File: config.mk
export PLATFORM = sky130hd
export DESIGN_NAME = dsga_arbiter
export DESIGN_NICKNAME = d
export VERILOG_FILES = /design/src/shared/dsga_pkg.sv /design/src/dsga_arbiter.sv /design/src/dsga_fifo.sv
export VERILOG_INCLUDE_DIRS = /design/src /design/src/shared
export SDC_FILE = /design/constraint.sdc
export NUM_CORES = 1
export LEC_CHECK = 0
export ABC_CLOCK_PERIOD_IN_PS = 3000
export BUFFER_PORTS_ARGS = -buffer_cell sky130_fd_sc_hd__buf_2
export CAP_MARGIN = 20
export CORE_MARGIN = 10
export CORE_UTILIZATION = 30
export DETAILED_ROUTE_END_ITERATION = 10
export PLACE_DENSITY = 0.44
export SLEW_MARGIN = 20
export SYNTH_ARGS = -nofsm -noshare
export SYNTH_HDL_FRONTEND = slang
export SYNTH_SLANG_ARGS = --single-unit
File: constraint.sdc
create_clock -name sys_clk -period 3 [get_ports sys_clk]
set_clock_uncertainty 0.15 [all_clocks]
set_input_delay 0.15 -clock sys_clk [delete_from_list [all_inputs] [get_ports sys_clk]]
set_output_delay 0.15 -clock sys_clk [all_outputs]
set_load 0.01 [all_outputs]
File: src/shared/dsga_regs.svh
// Timing counts and code values for the D-channel stop/go arbiter.
`ifndef DSGA_REGS_SVH
`define DSGA_REGS_SVH

// System clock period in nanoseconds (100 MHz).
`define DSGA_CLK_PERIOD_NS 10
// Fixed part of go_delay, in microseconds.
`define DSGA_GO_BASE_US 1500
// One embedded operations channel message frame, in microseconds.
`define DSGA_MSG_FRAME_US 6000
// Worst case message transfer delay, in microseconds.
`define DSGA_EOC_XFER_US 12000
// Least go_delay, in microseconds.
`define DSGA_GO_MIN_US 7500
// go_delay in cycles: base time plus two message frames.
`define DSGA_GO_DELAY_CYC \
  (((`DSGA_GO_BASE_US + 2 * `DSGA_MSG_FRAME_US) * 1000) / `DSGA_CLK_PERIOD_NS)
// Message slot length in cycles.
`define DSGA_MSG_SLOT_CYC ((`DSGA_MSG_FRAME_US * 1000) / `DSGA_CLK_PERIOD_NS)
// Worst case transfer delay in cycles.
`define DSGA_EOC_XFER_CYC ((`DSGA_EOC_XFER_US * 1000) / `DSGA_CLK_PERIOD_NS)
// Least go_delay in cycles.
`define DSGA_GO_MIN_CYC ((`DSGA_GO_MIN_US * 1000) / `DSGA_CLK_PERIOD_NS)
// Monitor message code that forces the stop condition.
`define DSGA_MON_STOP_CODE 8'h25
// Data FIFO shape.
`define DSGA_FIFO_WIDTH 1
`define DSGA_FIFO_DEPTH 8

`endif

File: src/shared/dsga_pkg.sv
// Types shared by the D-channel stop/go arbiter files.
package dsga_pkg;

  // Arbitration phase of the upstream D-channel.
  typedef enum logic [1:0] {
    DSGA_ST_STOP = 2'b00,
    DSGA_ST_WAIT = 2'b01,
    DSGA_ST_GO = 2'b10
  } dsga_state_t;

  // Complete register state of the arbiter.
  typedef struct packed {
    logic bac_meta;
    logic bac_sync;
    logic bac_frame;
    dsga_state_t st;
    logic [20:0] go_cnt;
    logic [19:0] slot_cnt;
    logic slot_used;
    logic msg_stop;
    logic stop_go;
    logic zero_gate;
    logic [20:0] wait_cyc;
  } dsga_arb_t;

endpackage : dsga_pkg

File: src/dsga_arbiter.sv
// D-channel stop/go arbiter at the network termination side.
// How it works
// - Access request bit 1 gives stop_go_bit 1 in the next frame.
// - On request falling to 0, upstream D-channel forced zero, stop held.
// - With request 0, stop/go follows last message after go_delay.
// - Zeros continue after go until terminal HDLC data appears.
// - First zero bit of terminal frame restores transparent D-channel.
// - Monitor message code 25 hex forces the stop condition.
// - Stop/go taken from messages at most once per 6 ms slot.
// - Message transfer delay may reach 12 ms worst case.
// - go_delay is at least 7.5 ms.
// - Bypass setting leaves D-channel untouched; stop/go control continues.
`timescale 1ns/100ps
`include "dsga_regs.svh"
module dsga_arbiter #(
  parameter int GO_DELAY_CYC = `DSGA_GO_DELAY_CYC,
  parameter int MSG_SLOT_CYC = `DSGA_MSG_SLOT_CYC
) (
  input wire logic sys_clk,
  input wire logic resetn,
  input wire logic clk_en,
  input wire logic frame_strobe,
  input wire logic access_request_bit,
  input wire logic d_up_valid,
  input wire logic d_up_in,
  output logic d_up_ready,
  output logic d_out_valid,
  input wire logic d_out_ready,
  output logic d_out_data,
  input wire logic msg_valid,
  input wire logic [7:0] msg_code,
  input wire logic block_select,
  input wire logic stop_go_local,
  input wire logic ignore_access_request,
  output logic stop_go_bit,
  output logic [1:0] arb_state
);
  localparam int GO_MIN_CYC = `DSGA_GO_MIN_CYC;
  localparam int EOC_XFER_CYC = `DSGA_EOC_XFER_CYC;

  dsga_pkg::dsga_arb_t cur_q;
  dsga_pkg::dsga_arb_t nxt_d;
  logic bypass;
  logic push;
  logic push_bit;
  logic fifo_ready;
  logic msg_take;
  logic slot_end;

  // The three bypass settings together leave the D-channel alone.
  assign bypass = !block_select && stop_go_local && ignore_access_request;

  // Zero forcing is skipped under bypass, so flag fill passes intact.
  assign push_bit = (cur_q.zero_gate && !bypass) ? 1'b0 : d_up_in;
  assign push = d_up_valid && fifo_ready;
  assign d_up_ready = fifo_ready;
  assign slot_end = (cur_q.slot_cnt == '0);
  // Only the first message of a slot is taken; later ones in that slot are ignored.
  assign msg_take = msg_valid && !cur_q.slot_used;
  assign stop_go_bit = cur_q.stop_go;
  assign arb_state = cur_q.st;

  // Upstream D-channel bits queue here; a stalled sink stalls the terminal.
  dsga_fifo #(
    .WIDTH(`DSGA_FIFO_WIDTH),
    .DEPTH(`DSGA_FIFO_DEPTH)
  ) u_fifo (
    .sys_clk(sys_clk),
    .resetn(resetn),
    .clk_en(clk_en),
    .in_valid(d_up_valid),
    .in_ready(fifo_ready),
    .in_data(push_bit),
    .out_valid(d_out_valid),
    .out_ready(d_out_ready),
    .out_data(d_out_data)
  );

  // Next-state logic of the whole arbiter.
  always_comb begin
    nxt_d = cur_q;
    // Two-stage synchroniser on the pin-borne request bit.
    nxt_d.bac_meta = access_request_bit;
    nxt_d.bac_sync = cur_q.bac_meta;

    // Message slot timer; one message per slot keeps the 6 ms pacing.
    if (slot_end) begin
      nxt_d.slot_cnt = 20'(MSG_SLOT_CYC - 1);
      nxt_d.slot_used = 1'b0;
    end else begin
      nxt_d.slot_cnt = cur_q.slot_cnt - 20'h00001;
    end
    // A taken message is kept until the next one, so a late message within
    // the transfer delay still lands on the output.
    if (msg_take) begin
      nxt_d.slot_used = 1'b1;
      nxt_d.msg_stop = (msg_code == `DSGA_MON_STOP_CODE);
    end

    // go_delay runs every cycle once started.
    if (cur_q.st == dsga_pkg::DSGA_ST_WAIT) begin
      nxt_d.wait_cyc = cur_q.wait_cyc + 21'h000001;
      if (cur_q.go_cnt == '0) begin
        nxt_d.st = dsga_pkg::DSGA_ST_GO;
      end else begin
        nxt_d.go_cnt = cur_q.go_cnt - 21'h000001;
      end
    end

    // Terminal's first zero ends forcing; ones are treated as idle fill.
    if (cur_q.st == dsga_pkg::DSGA_ST_GO && push && !d_up_in) begin
      nxt_d.zero_gate = 1'b0;
    end

    // Frame boundary: latch the request of the last complete frame.
    if (frame_strobe) begin
      nxt_d.bac_frame = cur_q.bac_sync;
      if (cur_q.bac_sync) begin
        nxt_d.st = dsga_pkg::DSGA_ST_STOP;
        nxt_d.zero_gate = 1'b0;
        nxt_d.stop_go = 1'b1;
      end else begin
        if (cur_q.st == dsga_pkg::DSGA_ST_STOP) begin
          nxt_d.st = dsga_pkg::DSGA_ST_WAIT;
          nxt_d.go_cnt = 21'(GO_DELAY_CYC - 1);
          nxt_d.wait_cyc = '0;
          nxt_d.zero_gate = 1'b1;
        end
        // Stop is held until go_delay expires, then messages rule.
        if (cur_q.st == dsga_pkg::DSGA_ST_GO) begin
          nxt_d.stop_go = cur_q.msg_stop;
        end else begin
          nxt_d.stop_go = 1'b1;
        end
      end
    end
  end

  // State register; the terminal starts idle with stop shown.
  always_ff @(posedge sys_clk or negedge resetn) begin
    if (!resetn) begin
      cur_q <= '{bac_meta: 1'b1, bac_sync: 1'b1, bac_frame: 1'b1,
                 st: dsga_pkg::DSGA_ST_STOP, go_cnt: '0, slot_cnt: '0,
                 slot_used: 1'b0, msg_stop: 1'b1, stop_go: 1'b1,
                 zero_gate: 1'b0, wait_cyc: '0};
    end else if (clk_en) begin
      cur_q <= nxt_d;
    end
  end

  // Request seen at a frame boundary shows stop on the next cycle.
  a_stop_on_request: assert property (
    @(posedge sys_clk) disable iff (!resetn)
    (clk_en && frame_strobe && cur_q.bac_sync) |=> stop_go_bit)
    else $error("Stop not shown after request bit 1.");

  // An idle request latched for the frame always shows stop.
  a_frame_req_stop: assert property (
    @(posedge sys_clk) disable iff (!resetn)
    cur_q.bac_frame |-> stop_go_bit)
    else $error("Latched idle request without stop.");

  // While waiting out go_delay, stop is shown and, outside bypass, bits are forced low.
  a_wait_holds_stop: assert property (
    @(posedge sys_clk) disable iff (!resetn)
    (cur_q.st == dsga_pkg::DSGA_ST_WAIT && !bypass && d_up_valid)
      |-> (stop_go_bit && !push_bit))
    else $error("Wait phase did not hold stop with zero data.");

  // In go phase a frame boundary copies the last message to the output.
  a_go_follows_msg: assert property (
    @(posedge sys_clk) disable iff (!resetn)
    (clk_en && frame_strobe && !cur_q.bac_sync
      && cur_q.st == dsga_pkg::DSGA_ST_GO)
      |=> (stop_go_bit == $past(cur_q.msg_stop)))
    else $error("Stop/go did not follow the last message.");

  // Ones from the terminal keep the forcing in place.
  a_hold_zero_gate: assert property (
    @(posedge sys_clk) disable iff (!resetn)
    (clk_en && !frame_strobe && cur_q.st == dsga_pkg::DSGA_ST_GO
      && cur_q.zero_gate && push && d_up_in) |=> cur_q.zero_gate)
    else $error("Zero forcing ended without a zero bit.");

  // The first zero bit releases the channel.
  a_zero_releases: assert property (
    @(posedge sys_clk) disable iff (!resetn)
    (clk_en && cur_q.st == dsga_pkg::DSGA_ST_GO && push && !d_up_in)
      |=> !cur_q.zero_gate)
    else $error("Channel not released on first zero.");

  // The stop monitor code leaves the stored message at stop.
  a_monitor_stop: assert property (
    @(posedge sys_clk) disable iff (!resetn)
    (clk_en && msg_take && msg_code == `DSGA_MON_STOP_CODE) |=> cur_q.msg_stop)
    else $error("Stop code not stored.");

  // A message in the cycle right after a taken one, within the same slot, is never taken.
  a_one_msg_slot: assert property (
    @(posedge sys_clk) disable iff (!resetn)
    (clk_en && msg_take && !slot_end) |=> !msg_take)
    else $error("Two messages taken in one slot.");

  // Go phase comes exactly go_delay after the wait began, and not before the
  // least go_delay unless go_delay is set below it; the wait counter runs apart from the down counter.
  a_go_min_delay: assert property (
    @(posedge sys_clk) disable iff (!resetn)
    (cur_q.st == dsga_pkg::DSGA_ST_WAIT ##1
      cur_q.st == dsga_pkg::DSGA_ST_GO)
      |-> (cur_q.wait_cyc == 21'(GO_DELAY_CYC)
        && (GO_DELAY_CYC < GO_MIN_CYC
          || cur_q.wait_cyc >= 21'(GO_MIN_CYC - 1))))
    else $error("Go phase entered at the wrong time.");

  // Under bypass the upstream bit passes unchanged.
  a_bypass_clean: assert property (
    @(posedge sys_clk) disable iff (!resetn)
    (bypass && d_up_valid) |-> (push_bit == d_up_in))
    else $error("Bypass altered the D-channel.");

  // A message waits at most one slot, so wait plus transfer stays in budget.
  a_slot_in_budget: assert property (
    @(posedge sys_clk) disable iff (!resetn)
    (32'(cur_q.slot_cnt) < 32'(MSG_SLOT_CYC)
      && 2 * MSG_SLOT_CYC <= EOC_XFER_CYC))
    else $error("Slot timer beyond one slot.");

endmodule : dsga_arbiter

File: src/dsga_fifo.sv
// Small flip-flop FIFO with valid/ready on both sides.
`timescale 1ns/100ps
module dsga_fifo #(
  parameter int WIDTH = 1,
  parameter int DEPTH = 8
) (
  input wire logic sys_clk,
  input wire logic resetn,
  input wire logic clk_en,
  input wire logic in_valid,
  output logic in_ready,
  input wire logic [WIDTH-1:0] in_data,
  output logic out_valid,
  input wire logic out_ready,
  output logic [WIDTH-1:0] out_data
);
  localparam int AW = $clog2(DEPTH);

  typedef struct packed {
    logic [DEPTH-1:0][WIDTH-1:0] mem;
    logic [AW-1:0] wr;
    logic [AW-1:0] rd;
    logic [AW:0] cnt;
  } dsga_fifo_t;

  dsga_fifo_t cur_q;
  dsga_fifo_t nxt_d;
  logic push;
  logic pop;

  // Full and empty come straight from the occupancy count.
  assign in_ready = (cur_q.cnt != (AW + 1)'(DEPTH));
  assign out_valid = (cur_q.cnt != '0);
  assign out_data = cur_q.mem[cur_q.rd];
  assign push = in_valid && in_ready;
  assign pop = out_valid && out_ready;

  // Pointers wrap at DEPTH so that depths other than powers of two work.
  always_comb begin
    nxt_d = cur_q;
    if (push) begin
      nxt_d.mem[cur_q.wr] = in_data;
      nxt_d.wr = (cur_q.wr == AW'(DEPTH - 1)) ? '0 : cur_q.wr + 1'b1;
    end
    if (pop) begin
      nxt_d.rd = (cur_q.rd == AW'(DEPTH - 1)) ? '0 : cur_q.rd + 1'b1;
    end
    nxt_d.cnt = cur_q.cnt + (AW + 1)'(push) - (AW + 1)'(pop);
  end

  // State register, frozen while the clock enable is low.
  always_ff @(posedge sys_clk or negedge resetn) begin
    if (!resetn) begin
      cur_q <= '0;
    end else if (clk_en) begin
      cur_q <= nxt_d;
    end
  end

  a_fifo_no_overflow: assert property (@(posedge sys_clk) disable iff (!resetn)
    cur_q.cnt <= (AW + 1)'(DEPTH))
    else $error("FIFO count above depth.");

endmodule : dsga_fifo

* After elaboration in Yosys (flattened, before gate mapping) *
Index checks and enable logic that the tools add are counted.

storage, ports and cells
  word-level logic and storage cells = 85
  output and inout bits = 6
  register bits after elaboration = 88
  input bits = 20

cells by class
  equality and inequality tests = 6
  muxes and demuxes = 25
  add/sub/neg operators = 7
  reduce and logical (&&, ||, !) cells = 23
  order comparisons = 3

operator list
  kind                                                                          count
  21-bit 2-to-1 mux                                                             4
  23-bit 2-to-1 mux                                                             3
  22-bit 2-to-1 mux                                                             2
  21-bit by 1-bit adder with 21-bit output, second input constant               1
  21-bit zero test                                                              1
  21-bit by 1-bit subtractor with 21-bit output, second input constant          1
  20-bit zero test                                                              1
  20-bit 2-to-1 mux                                                             1
  20-bit by 1-bit subtractor with 20-bit output, second input constant          1
  2-bit AND reduction                                                           5
  1-bit logical AND                                                             9
  8-bit bitwise mux                                                             1
  8-bit by 6-bit equality test with 1-bit output, second input constant         1
  3-bit by 4-bit less-than comparator with 1-bit output, second input constant  2
  2-bit 2-to-1 mux                                                              4
  3-bit by 1-bit adder with 3-bit output, second input constant                 2
  3-bit equality test, second input constant                                    2
  1-bit 2-to-1 mux                                                              6
  3-bit 2-to-1 mux                                                              2
  4-bit by 1-bit adder with 4-bit output                                        1
  1-bit zero test                                                               4
  4-bit != test, second input constant                                          1
  4-bit nonzero test                                                            1
  4-bit by 1-bit subtractor with 4-bit output                                   1
  7 further kinds                                                               7

* Depth between registers and ports, before layout *
Gate-level depths: netlist of the first run.

  word-level depth = 8
  depth in mapped cells = 11
  depth with buffers taken out = 11

* Cells and area by module *
Synthesis of the first run repeated with hierarchy kept, for this count alone.

unflattened totals
  cells, all modules = 358
  area, all modules = 3,652.3 um^2

by module, submodules not included
  module        area an instance (um^2)  seq. area each (um^2)  times used  cells each
  dsga_arbiter  2,570.0                  1,231.2                1           266
  dsga_fifo     1,082.3                  450.4                  1           92

* Worst setup path after synthesis of the first run *
No wires, ideal clock.

  path type = flip-flop to flip-flop
  start point = register cur_q[50] (netlist bit)
  end point = register cur_q[64] (netlist bit)
  setup time = 78 ps
  cell stages (with the launch flop) = 7
  arrival = 2,115 ps
  path slack = 658 ps
  clock period less this slack = 2,342 ps
  path buffers = 1
  data required time = 2,772 ps
  path through = dfrtp_1 > or4_4 > buf_6 > nor4_4 > nand2_2 > or4b_1 > a21oi_1

between the ends
  longest elaborated chain between the ends = 6
  elaborated cells between the ends (all ways) = 7
  those cells by class = add/sub (1); mux (5); reduce/logical (1)

RTL lines
  item                                                                                      line                                      RTL
  start: declaration                                                                        dsga_arbiter.sv:41                        dsga_pkg::dsga_arb_t cur_q;
  start signal: assignment                                                                  dsga_arbiter.sv:142                       cur_q <= '{bac_meta: 1'b1, bac_sync: 1'b1, bac_frame: 1'b1,
  start signal: assignment                                                                  dsga_arbiter.sv:147                       cur_q <= nxt_d;
  21-bit by 1-bit subtractor with 21-bit output / 21-bit zero test (equally long branches)  dsga_arbiter.sv:106, dsga_arbiter.sv:103
  21-bit 2-to-1 mux (*)                                                                     dsga_arbiter.sv:103                       if (cur_q.go_cnt == '0) begin
  23-bit 2-to-1 mux (*)                                                                     dsga_arbiter.sv:101                       if (cur_q.st == dsga_pkg::DSGA_ST_WAIT) begin
  23-bit 2-to-1 mux                                                                         dsga_arbiter.sv:123                       if (cur_q.st == dsga_pkg::DSGA_ST_STOP) begin
  21-bit 2-to-1 mux                                                                         dsga_arbiter.sv:118                       if (cur_q.bac_sync) begin
  23-bit 2-to-1 mux (*)                                                                     dsga_arbiter.sv:116                       if (frame_strobe) begin

Mark *: on every way between the ends. The rest lies on a longest branch, timed or not.
A chain may end at the register's enable or synchronous reset.

* Worst setup path after layout of the first run *
  start point = input msg_code[1]
  end point = register cur_q[23] (netlist bit)

between the ends
  longest elaborated chain between the ends = 1

RTL lines
  item                                                      line                RTL
  start: declaration                                        dsga_arbiter.sv:31  input wire logic [7:0] msg_code,
  8-bit by 6-bit equality test with 1-bit output (no line)  n/a

Every way passes these cells.

==> results of run 1 <==
==> area by class of cell <==
cell class                      count  area, um2
Sequential cell                    67       1682
Tap cell                          143      178.9
Clock inverter                      4      73.82
Fill cell                        1126       7274
Timing Repair Buffer               41      280.3
Clock buffer                       12      246.5
Inverter                           12      45.04
Multi-Input combinational cell    260       1784
==> tightest hold or removal path, delay by kind of cell <==
kind	cells	cell delay, ps
buf+inv	1	160
simple gates	2	190
==> worst min-delay path by stage <==
stage                     startpoint      endpoint  slack [ps]  cells after the start
after detailed placement      resetn     cur_q[30]          60                      2
after CTS                     clk_en     cur_q[24]          60                      3
after global placement        resetn     cur_q[32]          60                      2
after floorplan               resetn  arb_state[0]        -300                      0
after global routing          clk_en     cur_q[27]          80                      4
final                         clk_en     cur_q[24]          70                      3
==> repair_timing <==
item | CTS | global route
endpoints found under the hold margin | 69 | 0
resized for setup | 0 | 1
setup endpoints to repair | 0 | 1
hold buffers | 9 | 0
setup buffers | 0 | 0
==> cells in the final DEF (no fill, tap or decap), types with 8 or more instances in the layout <==
cell                            synthesis  routed
sky130_fd_sc_hd__dfrtp_1               63      63
sky130_fd_sc_hd__nand2_1               48      48
sky130_fd_sc_hd__buf_2                  0      25
sky130_fd_sc_hd__nor3_1                19      19
sky130_fd_sc_hd__nor2_1                18      18
sky130_fd_sc_hd__xnor2_1               16      16
sky130_fd_sc_hd__ha_1                  14      14
sky130_fd_sc_hd__a21oi_1               13      13
sky130_fd_sc_hd__inv_1                 12      12
sky130_fd_sc_hd__mux2_2                11      11
sky130_fd_sc_hd__o21ai_0               11      10
sky130_fd_sc_hd__nand3_1               10      10
sky130_fd_sc_hd__clkbuf_16              0       9
sky130_fd_sc_hd__dlygate4sd3_1          0       9
sky130_fd_sc_hd__or4_1                  8       8
==> where the power goes <==
part	leakage, nW	total (W)	switching (W)	internal [W]
Sequential	0.801	0.00147	0.000276	0.00119
Combinational	0.880	0.00100	0.000499	0.000503
Clock	0.157	0.00114	0.000385	0.000751
Total	1.84	0.00361	0.00116	0.00245
==> state kept, by name, indices dropped and copies added (netlist names) <==
name and flops:
stop_go_bit 1, cur_q 46, u_fifo.cur_q 18, arb_state 2
==> per-stage QoR <==
step / std cells / util [%] / setup slack (ps) / total power [W]
floorplan: 353 / - / 657.9 / 0.002219
global placement: 514 / 33.55 / 577.7 / 0.002483
detailed placement: 514 / 33.55 / 504.6 / 0.002493
CTS: 539 / 37.10 / 212.9 / 0.003667
global route: 539 / 37.10 / 13.60 / 0.003889
finish: 539 / 37.10 / 221.9 / 0.003609
==> layer usage <==
| layer | wire, um | track usage, % |
|---|---|---|
| met1 | 3847 | 12.71 |
| met2 | 3358 | 14.73 |
| met3 | 289 | 2.855 |
| met4 | 98 | 3.478 |
| met5 | 0 | 0 |
==> kinds of logic (layout without fill, tap and decap cells) <==
group | after synthesis | count (layout) | share of synthesized area [%]
AO/OA/AOI/OAI | 48 | 48 | 8.217
multiplexers | 22 | 22 | 7.343
XOR/XNOR | 21 | 21 | 5.140
AND/OR/NAND/NOR | 154 | 154 | 23.71
adder cells (fa/ha/maj) | 15 | 15 | 5.455
flip-flops | 67 | 67 | 46.99
buffers and inverters | 26 | 69 | 3.147
==> metrics, run 1 <==
launching element type of the critical path=primary input; arrival time of data at the critical path endpoint=2890 ps; most used cell along the critical path=sky130_fd_sc_hd__dlygate4sd3_1; list of cells traversed by the critical path=dlygate4sd3_1 -> buf_2 -> nor4bb_1 -> dlygate4sd3_1 -> nand2_1 -> dlygate4sd3_1 -> o21ai_1 -> dlygate4sd3_1; worst path bufs/invs=5; number of flops mapped to enable cells by yosys=0; number of register bits inferred by synthesis=67; share of layout cells above drive strength 1=18.94%; family of cells with the greatest summed delay on the critical path=buffers and inverters; Port Buffers=25; global-route wire length before repair=13.04 mm; worst reg2reg path depth=7; clock tree root buffer cell=sky130_fd_sc_hd__clkbuf_16; summed negative setup slack over all endpoints=0 ps; buffers from clock root to sink, at most=2; beginning of the critical path=msg_code[1]; Synth Warn #=0; overflow left after global routing=0; top cell types by occurrence after synthesis=sky130_fd_sc_hd__dfrtp_1 (63), sky130_fd_sc_hd__nand2_1 (48), sky130_fd_sc_hd__nor3_1 (19), sky130_fd_sc_hd__nor2_1 (18), sky130_fd_sc_hd__xnor2_1 (16); Post-Syn Area=3578 um2; final estimated routing congestion in global placement=0.7575; finished layout cell area=4290 um2; number of violations reported at the end of detailed-routing iteration 0=159; pin count of the biggest net entering global routing=68; slew margin rel.=55.14%; number of failing hold endpoints at the final stage=0; data required time at the worst endpoint=3120 ps; Avg Inst Size Synth=10.14 um2; Clock Sink Count=67; Routed WL=7.594 mm; Die Area=16700 um2; slowest library cell on the worst path=sky130_fd_sc_hd__dlygate4sd3_1; initial antenna violation count=0; power density over the cells=841.1 nW/um2; vias in the first global route=2686; outcome=finished, final reports clean; RSZ-0062 raised after global routing=false; maximum ir drop on the vdd rail=0.3802 mV; CTS H-Tree Depth=3; via count=2625; maximum clock rate=360.0 MHz; largest stage delay on the critical path=570 ps; net count reported at finish=426; HPWL after detailed placement=5.266 mm; number of different library cells in the post-synthesis netlist=53; part of the Yosys area used for sequential elements=46.99%; cell count after synthesis=353; area of the core=11560 um2; minimum clock period after layout=2778 ps; DR DRC count=0; drt wl/cell=14.09 um; Slew Viols, Final=0; width of the die=129.2 um; critical path class=in -> reg; number of vias per cell after detailed routing=4.870; Area growth syn-to-layout=19.89%; number of rows in the core area=39; library cell occupying the most area in the post-synthesis netlist=sky130_fd_sc_hd__dfrtp_1; clock tree from TritonCTS=done; worst hold path class=in -> reg; number of setup violations in the final report=0; post-route antenna net violation count=0; Synthesized Nets=388; register-to-register setup slack=490 ps; Crit. path cell count=8; biggest area contributors in the synthesized netlist=sky130_fd_sc_hd__dfrtp_1 (44%), sky130_fd_sc_hd__nand2_1 (5.0%), sky130_fd_sc_hd__ha_1 (4.9%), sky130_fd_sc_hd__xnor2_1 (3.9%), sky130_fd_sc_hd__mux2_2 (3.5%); crit end category=register; leading register cell type out of synthesis=sky130_fd_sc_hd__dfrtp_1; launch point of the worst reg-to-reg path=cur_q[45]; initial core utilization=30.94%; ANT cells=0; Critical Path Sink=cur_q[23]; insertion delay of the later-clocked pin in the worst-skew pair=330 ps; portion of the clock cycle consumed by the worst path in the final layout=92.60%; 1st-pass router iterations=4; clock-pin slew reported for the worst setup and hold paths after clock tree synthesis=50 ps; Max FO, Critical Path=1; global-route usage over all layers=9.657%; post-place instance area=3880 um2; actual slew at the worst max-slew pin=672.9 ps; library cell with the highest instance count after synthesis=sky130_fd_sc_hd__dfrtp_1; reported max-cap violation count=0; number of buffers created by CTS=9; leakage power total=1.839 nW; area share of the largest cell type after synthesis=44.06%; num ports=26; Vert. Die Dim=129.2 um; Final Hold Slack=67.52 ps; fraction of synthesis flops using an asynchronous set or reset pin=100.0%; capture instance of the worst register-to-register path=cur_q[57]
Note: power is estimated with default switching activity, not from simulation.
==> inputs of run 2 (changes only) <==
- CORE_UTILIZATION: 30 -> 40
- PLACE_DENSITY: 0.44 -> 0.56
==> metrics, run 2 (synthesized netlist as in run 1, its figures left out) <==
outcome=finished, final reports clean (unchanged); share of the core filled with cells in the final layout=47.20% (was 37.10%); register-to-register setup slack=510 ps (was 490 ps); Total Power=0.003253 W (was 0.003609 W); summed negative setup slack over all endpoints=0 ps (unchanged); leakage power total=1.775 nW (was 1.839 nW); register ranked first by flip-flop count=cur_q (unchanged); number of setup violations in the final report=0 (unchanged); HPWL after detailed placement=5.118 mm (was 5.266 mm); clock-pin slew reported for the worst setup and hold paths after clock tree synthesis=80 ps (was 50 ps); share of layout cells above drive strength 1=19.29% (was 18.94%); vias in the first global route=2771 (was 2686); worst setup timing slack at the placement stage=538.3 ps (was 504.6 ps); Critical Path Sink=cur_q[23] (unchanged); worst hold path class=in -> reg (unchanged); num ports=26 (unchanged); number of vias per cell after detailed routing=5.259 (was 4.870); fin cells=502 (was 539); slew margin rel.=43.09% (was 55.14%); met3 wire length=298 um (was 289 um); global-route wire length before repair=12.96 mm (was 13.04 mm); clock tree from TritonCTS=done (unchanged); portion of the clock cycle consumed by the worst path in the final layout=92.30% (was 92.60%); number of fill cells in the layout=815 (was 1126); launch point of the worst reg-to-reg path=cur_q[45] (unchanged); data required time at the worst endpoint=3140 ps (was 3120 ps); Vert. Die Dim=114.6 um (was 129.2 um); RSZ-0062 raised after global routing=false (unchanged); Max FO, Critical Path=1 (unchanged); number of buffers created by CTS=9 (unchanged); number of rows in the core area=34 (was 39); Inst Count DP=477 (was 514); Port Buffers=25 (unchanged); launching element type of the critical path=primary input (unchanged); sum of routed wire segments on met1=3.592 mm (was 3.847 mm); PnR worst setup slack=231.1 ps (was 221.9 ps); width of the die=114.6 um (was 129.2 um); most common cell after layout, fill and taps aside=sky130_fd_sc_hd__dfrtp_1 (unchanged); overflow left after global routing=0 (unchanged); maximum clock rate=361.1 MHz (was 360.0 MHz); power density over the cells=790.2 nW/um2 (was 841.1 nW/um2); flip-flop count of the largest register, all copies and words added=46 (unchanged); commonest non-fill, non-tap cells in the layout=sky130_fd_sc_hd__dfrtp_1 (63), sky130_fd_sc_hd__nand2_1 (48), sky130_fd_sc_hd__buf_2 (25), sky130_fd_sc_hd__nor3_1 (19), sky130_fd_sc_hd__nor2_1 (18) (unchanged); capture instance of the worst register-to-register path=cur_q[57] (unchanged); crit end category=register (unchanged); number of violations reported at the end of detailed-routing iteration 0=81 (was 159); reported max-cap violation count=0 (unchanged); global-route usage over all layers=11.87% (was 9.657%); DR DRC count=0 (unchanged); insertion delay of the later-clocked pin in the worst-skew pair=350 ps (was 330 ps); Area growth syn-to-layout=15.04% (was 19.89%); Die Area=13130 um2 (was 16700 um2); clock tree root buffer cell=sky130_fd_sc_hd__clkbuf_8 (was sky130_fd_sc_hd__clkbuf_16); initial antenna violation count=0 (unchanged); ANT cells=0 (unchanged); buffers from clock root to sink, at most=2 (unchanged); critical path class=in -> reg (unchanged); final estimated routing congestion in global placement=0.7938 (was 0.7575); CTS H-Tree Depth=3 (unchanged); via count=2640 (was 2625); worst reg2reg path depth=7 (unchanged); met2 WL=3.208 mm (was 3.358 mm); initial core utilization=41.03% (was 30.94%); net count reported at finish=424 (was 426); area of the core=8721 um2 (was 11560 um2); drt wl/cell=14.30 um (was 14.09 um); pin count of the biggest net entering global routing=68 (unchanged); Slew Viols, Final=0 (unchanged); Routed WL=7.181 mm (was 7.594 mm); beginning of the critical path=msg_code[4] (was msg_code[1]); 1st-pass router iterations=4 (unchanged); maximum ir drop on the vdd rail=0.4050 mV (was 0.3802 mV); number of failing hold endpoints at the final stage=0 (unchanged); arrival time of data at the critical path endpoint=2910 ps (was 2890 ps); minimum clock period after layout=2769 ps (was 2778 ps); actual slew at the worst max-slew pin=845.8 ps (was 672.9 ps); top layer used by detailed routing=met4 (unchanged); buffer count from post-CTS setup fixing=0 (unchanged); post-route antenna net violation count=0 (unchanged); Clock Sink Count=67 (unchanged)
[run 2: changes by cell type in the layout (fill, tap and decap cells not counted), sizes merged]
| cell | before | now |
|---|---|---|
| buf | 32 | 30 |
| bufinv | 2 | 1 |
| clkbuf | 12 | 11 |
| clkinvlp | 0 | 1 |
| inv | 12 | 13 |
[run 2: area by class of cell]
cell class / instances / area (um2) / area share (%)
multi-input combinational: 260 / 1790 / 43.50
sequential: 67 / 1682 / 40.85
timing repair buffer: 39 / 252.7 / 6.140
clock buffer: 11 / 151.4 / 3.678
tap: 108 / 135.1 / 3.283
clock inverter: 5 / 60.06 / 1.459
inverter: 12 / 45.04 / 1.094
[run 2: layer usage]
metal | GRT usage, % | up-vias
li1 | - | 1335
met1 | 15.24 | 1266
met2 | 18.61 | 32
met3 | 3.931 | 7
met4 | 3.258 | 0
met5 | 0 | -
[run 2: power by group]
group | internal, W | total, W | switching (W)
clock network | 0.000432 | 0.000786 | 0.000354
registers | 0.00119 | 0.00147 | 0.000279
logic | 0.000500 | 0.000996 | 0.000496
[run 2: critical path: stages]
cell and delay, ps:
sky130_fd_sc_hd__dlygate4sd3_1 530, sky130_fd_sc_hd__buf_2 120, sky130_fd_sc_hd__nor4b_2 240, sky130_fd_sc_hd__dlygate4sd3_1 570, sky130_fd_sc_hd__nand2_1 60, sky130_fd_sc_hd__dlygate4sd3_1 570, sky130_fd_sc_hd__o21ai_1 120, sky130_fd_sc_hd__dlygate4sd3_1 560
[run 2: how the worst min path moves through the flow]
stage / start / to / slack (ps) / depth (start not counted)
after floorplan: resetn / arb_state[0] / -300 / 0
after global placement: frame_strobe / arb_state[1] / 230 / 2
after detailed placement: frame_strobe / arb_state[1] / 230 / 2
after CTS: clk_en / arb_state[1] / 40 / 2
after global routing: clk_en / arb_state[1] / 80 / 2
final: clk_en / arb_state[1] / 50 / 2
[run 2: per-stage QoR]
| stage | hold WS [ps] | instance area [um2] |
|---|---|---|
| after floorplan | -295.6 | 3578 |
| after global placement | 232.7 | 3809 |
| after detailed placement | 233.8 | 3809 |
| after CTS | 40.96 | 4110 |
| after global routing | 80.03 | 4116 |
| final | 53.84 | 4116 |
[run 2: what timing repair did]
action	in CTS	in global routing
endpoints found under the setup margin	0	1
endpoints found under the hold margin	69	0
hold buffers	9	0
gates resized for setup	0	2
==> inputs of run 3 (changes only) <==
- ABC_CLOCK_PERIOD_IN_PS: 3000 -> 2500
- PLACE_DENSITY: 0.56 -> 0.58
- clock period: 3 -> 2.5 ns (I/O delays scaled with it)
==> metrics, run 3 (synthesized netlist as in run 1, its figures left out) <==
Worst Hold Launch=clk_en (unchanged); number of failing hold endpoints at the final stage=0 (unchanged); largest stage delay on the critical path=580 ps (was 570 ps); Die Area=13130 um2 (unchanged); worst hold path class=in -> reg (unchanged); area of the core=8721 um2 (unchanged); launch point of the worst reg-to-reg path=cur_q[54] (was cur_q[45]); number of rows in the core area=34 (unchanged); 1st-pass router iterations=7 (was 4); leakage power total=1.811 nW (was 1.775 nW); capture instance of the worst register-to-register path=cur_q[64] (was cur_q[57]); crit end category=register (unchanged); family of cells with the greatest summed delay on the critical path=simple AND/OR/NAND/NOR gates (was buffers and inverters); Clock Sink Count=67 (unchanged); worst setup timing slack at the placement stage=101.8 ps (was 538.3 ps); maximum clock rate=426.3 MHz; number of setup violations in the final report=0 (unchanged); Area growth syn-to-layout=16.33% (was 15.04%); maximum ir drop on the vdd rail=0.3888 mV (was 0.4050 mV); Routed WL=7.450 mm (was 7.181 mm); Port Buffers=25 (unchanged); Slew Viols, Final=0 (unchanged); flip-flop count of the largest register, all copies and words added=46 (unchanged); Vert. Die Dim=114.6 um (unchanged); CTS H-Tree Depth=3 (unchanged); insertion delay of the later-clocked pin in the worst-skew pair=350 ps (about the same); global-route wire length before repair=13.32 mm (was 12.96 mm); clock-pin slew reported for the worst setup and hold paths after clock tree synthesis=80 ps (about the same); Inst Count DP=488 (was 477); buffers from clock root to sink, at most=2 (unchanged); vias in the first global route=2766 (was 2771); actual slew at the worst max-slew pin=518.2 ps (was 845.8 ps); initial core utilization=41.03% (unchanged); portion of the clock cycle consumed by the worst path in the final layout=93.83%; width of the die=114.6 um (unchanged); global-route usage over all layers=12.29% (was 11.87%); launching element type of the critical path=register (was primary input); number of vias per cell after detailed routing=5.310 (was 5.259); share of layout cells above drive strength 1=21.98% (was 19.29%); worst hold stages=4 (was 2); critical path class=reg -> reg (was in -> reg); reported max-cap violation count=0 (unchanged); worst reg2reg path depth=5 (was 7); drt wl/cell=14.52 um (was 14.30 um); fin cells=513 (was 502); pin count of the biggest net entering global routing=29 (was 68); overflow left after global routing=0 (unchanged); list of cells traversed by the critical path=or4_4 -> nor4_4 -> nand2_2 -> or4b_1 -> a21oi_1 (was dlygate4sd3_1 -> buf_2 -> nor4b_2 -> dlygate4sd3_1 -> nand2_1 -> dlygate4sd3_1 -> o21ai_1 -> dlygate4sd3_1); data required time at the worst endpoint=2620 ps (was 3140 ps); final estimated routing congestion in global placement=0.8200 (was 0.7938); arrival time of data at the critical path endpoint=2470 ps (was 2910 ps); commonest non-fill, non-tap cells in the layout=sky130_fd_sc_hd__dfrtp_1 (63), sky130_fd_sc_hd__nand2_1 (48), sky130_fd_sc_hd__buf_2 (25), sky130_fd_sc_hd__nor3_1 (19), sky130_fd_sc_hd__nor2_1 (18) (unchanged); DR DRC count=0 (unchanged); worst path bufs/invs=0 (was 5); net count reported at finish=435 (was 424); minimum clock period after layout=2346 ps; register ranked first by flip-flop count=cur_q (unchanged); via count=2724 (was 2640); clock tree from TritonCTS=done (unchanged); outcome=finished, final reports clean (unchanged); slowest library cell on the worst path=sky130_fd_sc_hd__or4_4 (was sky130_fd_sc_hd__dlygate4sd3_1); clock tree root buffer cell=sky130_fd_sc_hd__clkbuf_8 (unchanged); num ports=26 (unchanged); power density over the cells=917.8 nW/um2 (was 790.2 nW/um2); register-to-register setup slack=150 ps (was 510 ps); number of violations reported at the end of detailed-routing iteration 0=113 (was 81); Max FO, Critical Path=5 (was 1); PnR worst setup slack=154.3 ps (was 231.1 ps); ANT cells=0 (unchanged); number of buffers created by CTS=9 (unchanged); initial antenna violation count=0 (unchanged); slew margin rel.=65.19% (was 43.09%); most common cell after layout, fill and taps aside=sky130_fd_sc_hd__dfrtp_1 (unchanged); post-route antenna net violation count=0 (unchanged); Hold Path Sink=cur_q[29] (was arb_state[1]); HPWL after detailed placement=5.397 mm (was 5.118 mm)
-- run 3: layout make-up --
| class | instances | area (um2) |
|---|---|---|
| Fill cell | 796 | 4558 |
| Multi-Input combinational cell | 260 | 1792 |
| Sequential cell | 67 | 1682 |
| Timing Repair Buffer | 50 | 332.8 |
| Tap cell | 108 | 135.1 |
| Clock buffer | 9 | 123.9 |
| Clock inverter | 7 | 52.55 |
| Inverter | 12 | 45.04 |
-- run 3: worst min-delay path, stage by stage --
cell	delay, ps
sky130_fd_sc_hd__buf_2	160
sky130_fd_sc_hd__nand3_1	80
sky130_fd_sc_hd__nand2_1	50
sky130_fd_sc_hd__nand3_1	60
-- run 3: power by group --
part	switching, W	total (W)	internal [W]
clock	0.000453	0.000819	0.000366
combinational	0.000611	0.00125	0.000635
sequential	0.000326	0.00176	0.00143
total	0.00139	0.00382	0.00243
-- run 3: metal layers --
| metal | vias up | routed length (um) | global-route usage, % | part of all wire [%] |
|---|---|---|---|---|
| met5 | - | 0 | 0 | 0 |
| met4 | 0 | 105 | 5.430 | 1.4 |
| met3 | 10 | 275 | 2.516 | 3.7 |
| met2 | 39 | 3381 | 18.46 | 45 |
| met1 | 1322 | 3687 | 16.63 | 49 |
| li1 | 1353 | - | - | - |
-- run 3: per-stage QoR --
step	hold slack (ps)	power (W)	util (%)	area (um2)	setup TNS [ps]
after floorplan	-320.6	0.002663	-	3578	0
after global placement	-49.92	0.002970	44.62	3891	0
after detailed placement	-49.53	0.003029	44.62	3891	0
after CTS	13.61	0.003871	47.56	4148	0
after global routing	35.22	0.004178	47.73	4163	-2.877
final	26.92	0.003821	47.73	4163	0
-- run 3: timing repair --
item	in CTS	in global routing
setup buffers	0	1
resized for setup	0	3
hold buffers	8	0
hold endpoints to repair	23	0
endpoints found under the setup margin	0	5
-- run 3: how the worst max path moves through the flow --
| stage | slack, ps | end | from | depth (start not counted) |
|---|---|---|---|---|
| 5_1_grt | -3 | cur_q[64] | cur_q[54] | 5 |
| 6_report | 150 | cur_q[64] | cur_q[54] | 5 |
| 3_3_place_gp | 130 | cur_q[64] | cur_q[50] | 5 |
| 4_1_cts | 80 | cur_q[64] | cur_q[50] | 5 |
| 3_5_place_dp | 100 | cur_q[64] | cur_q[50] | 5 |
| 2_1_floorplan | 160 | cur_q[64] | cur_q[50] | 6 |
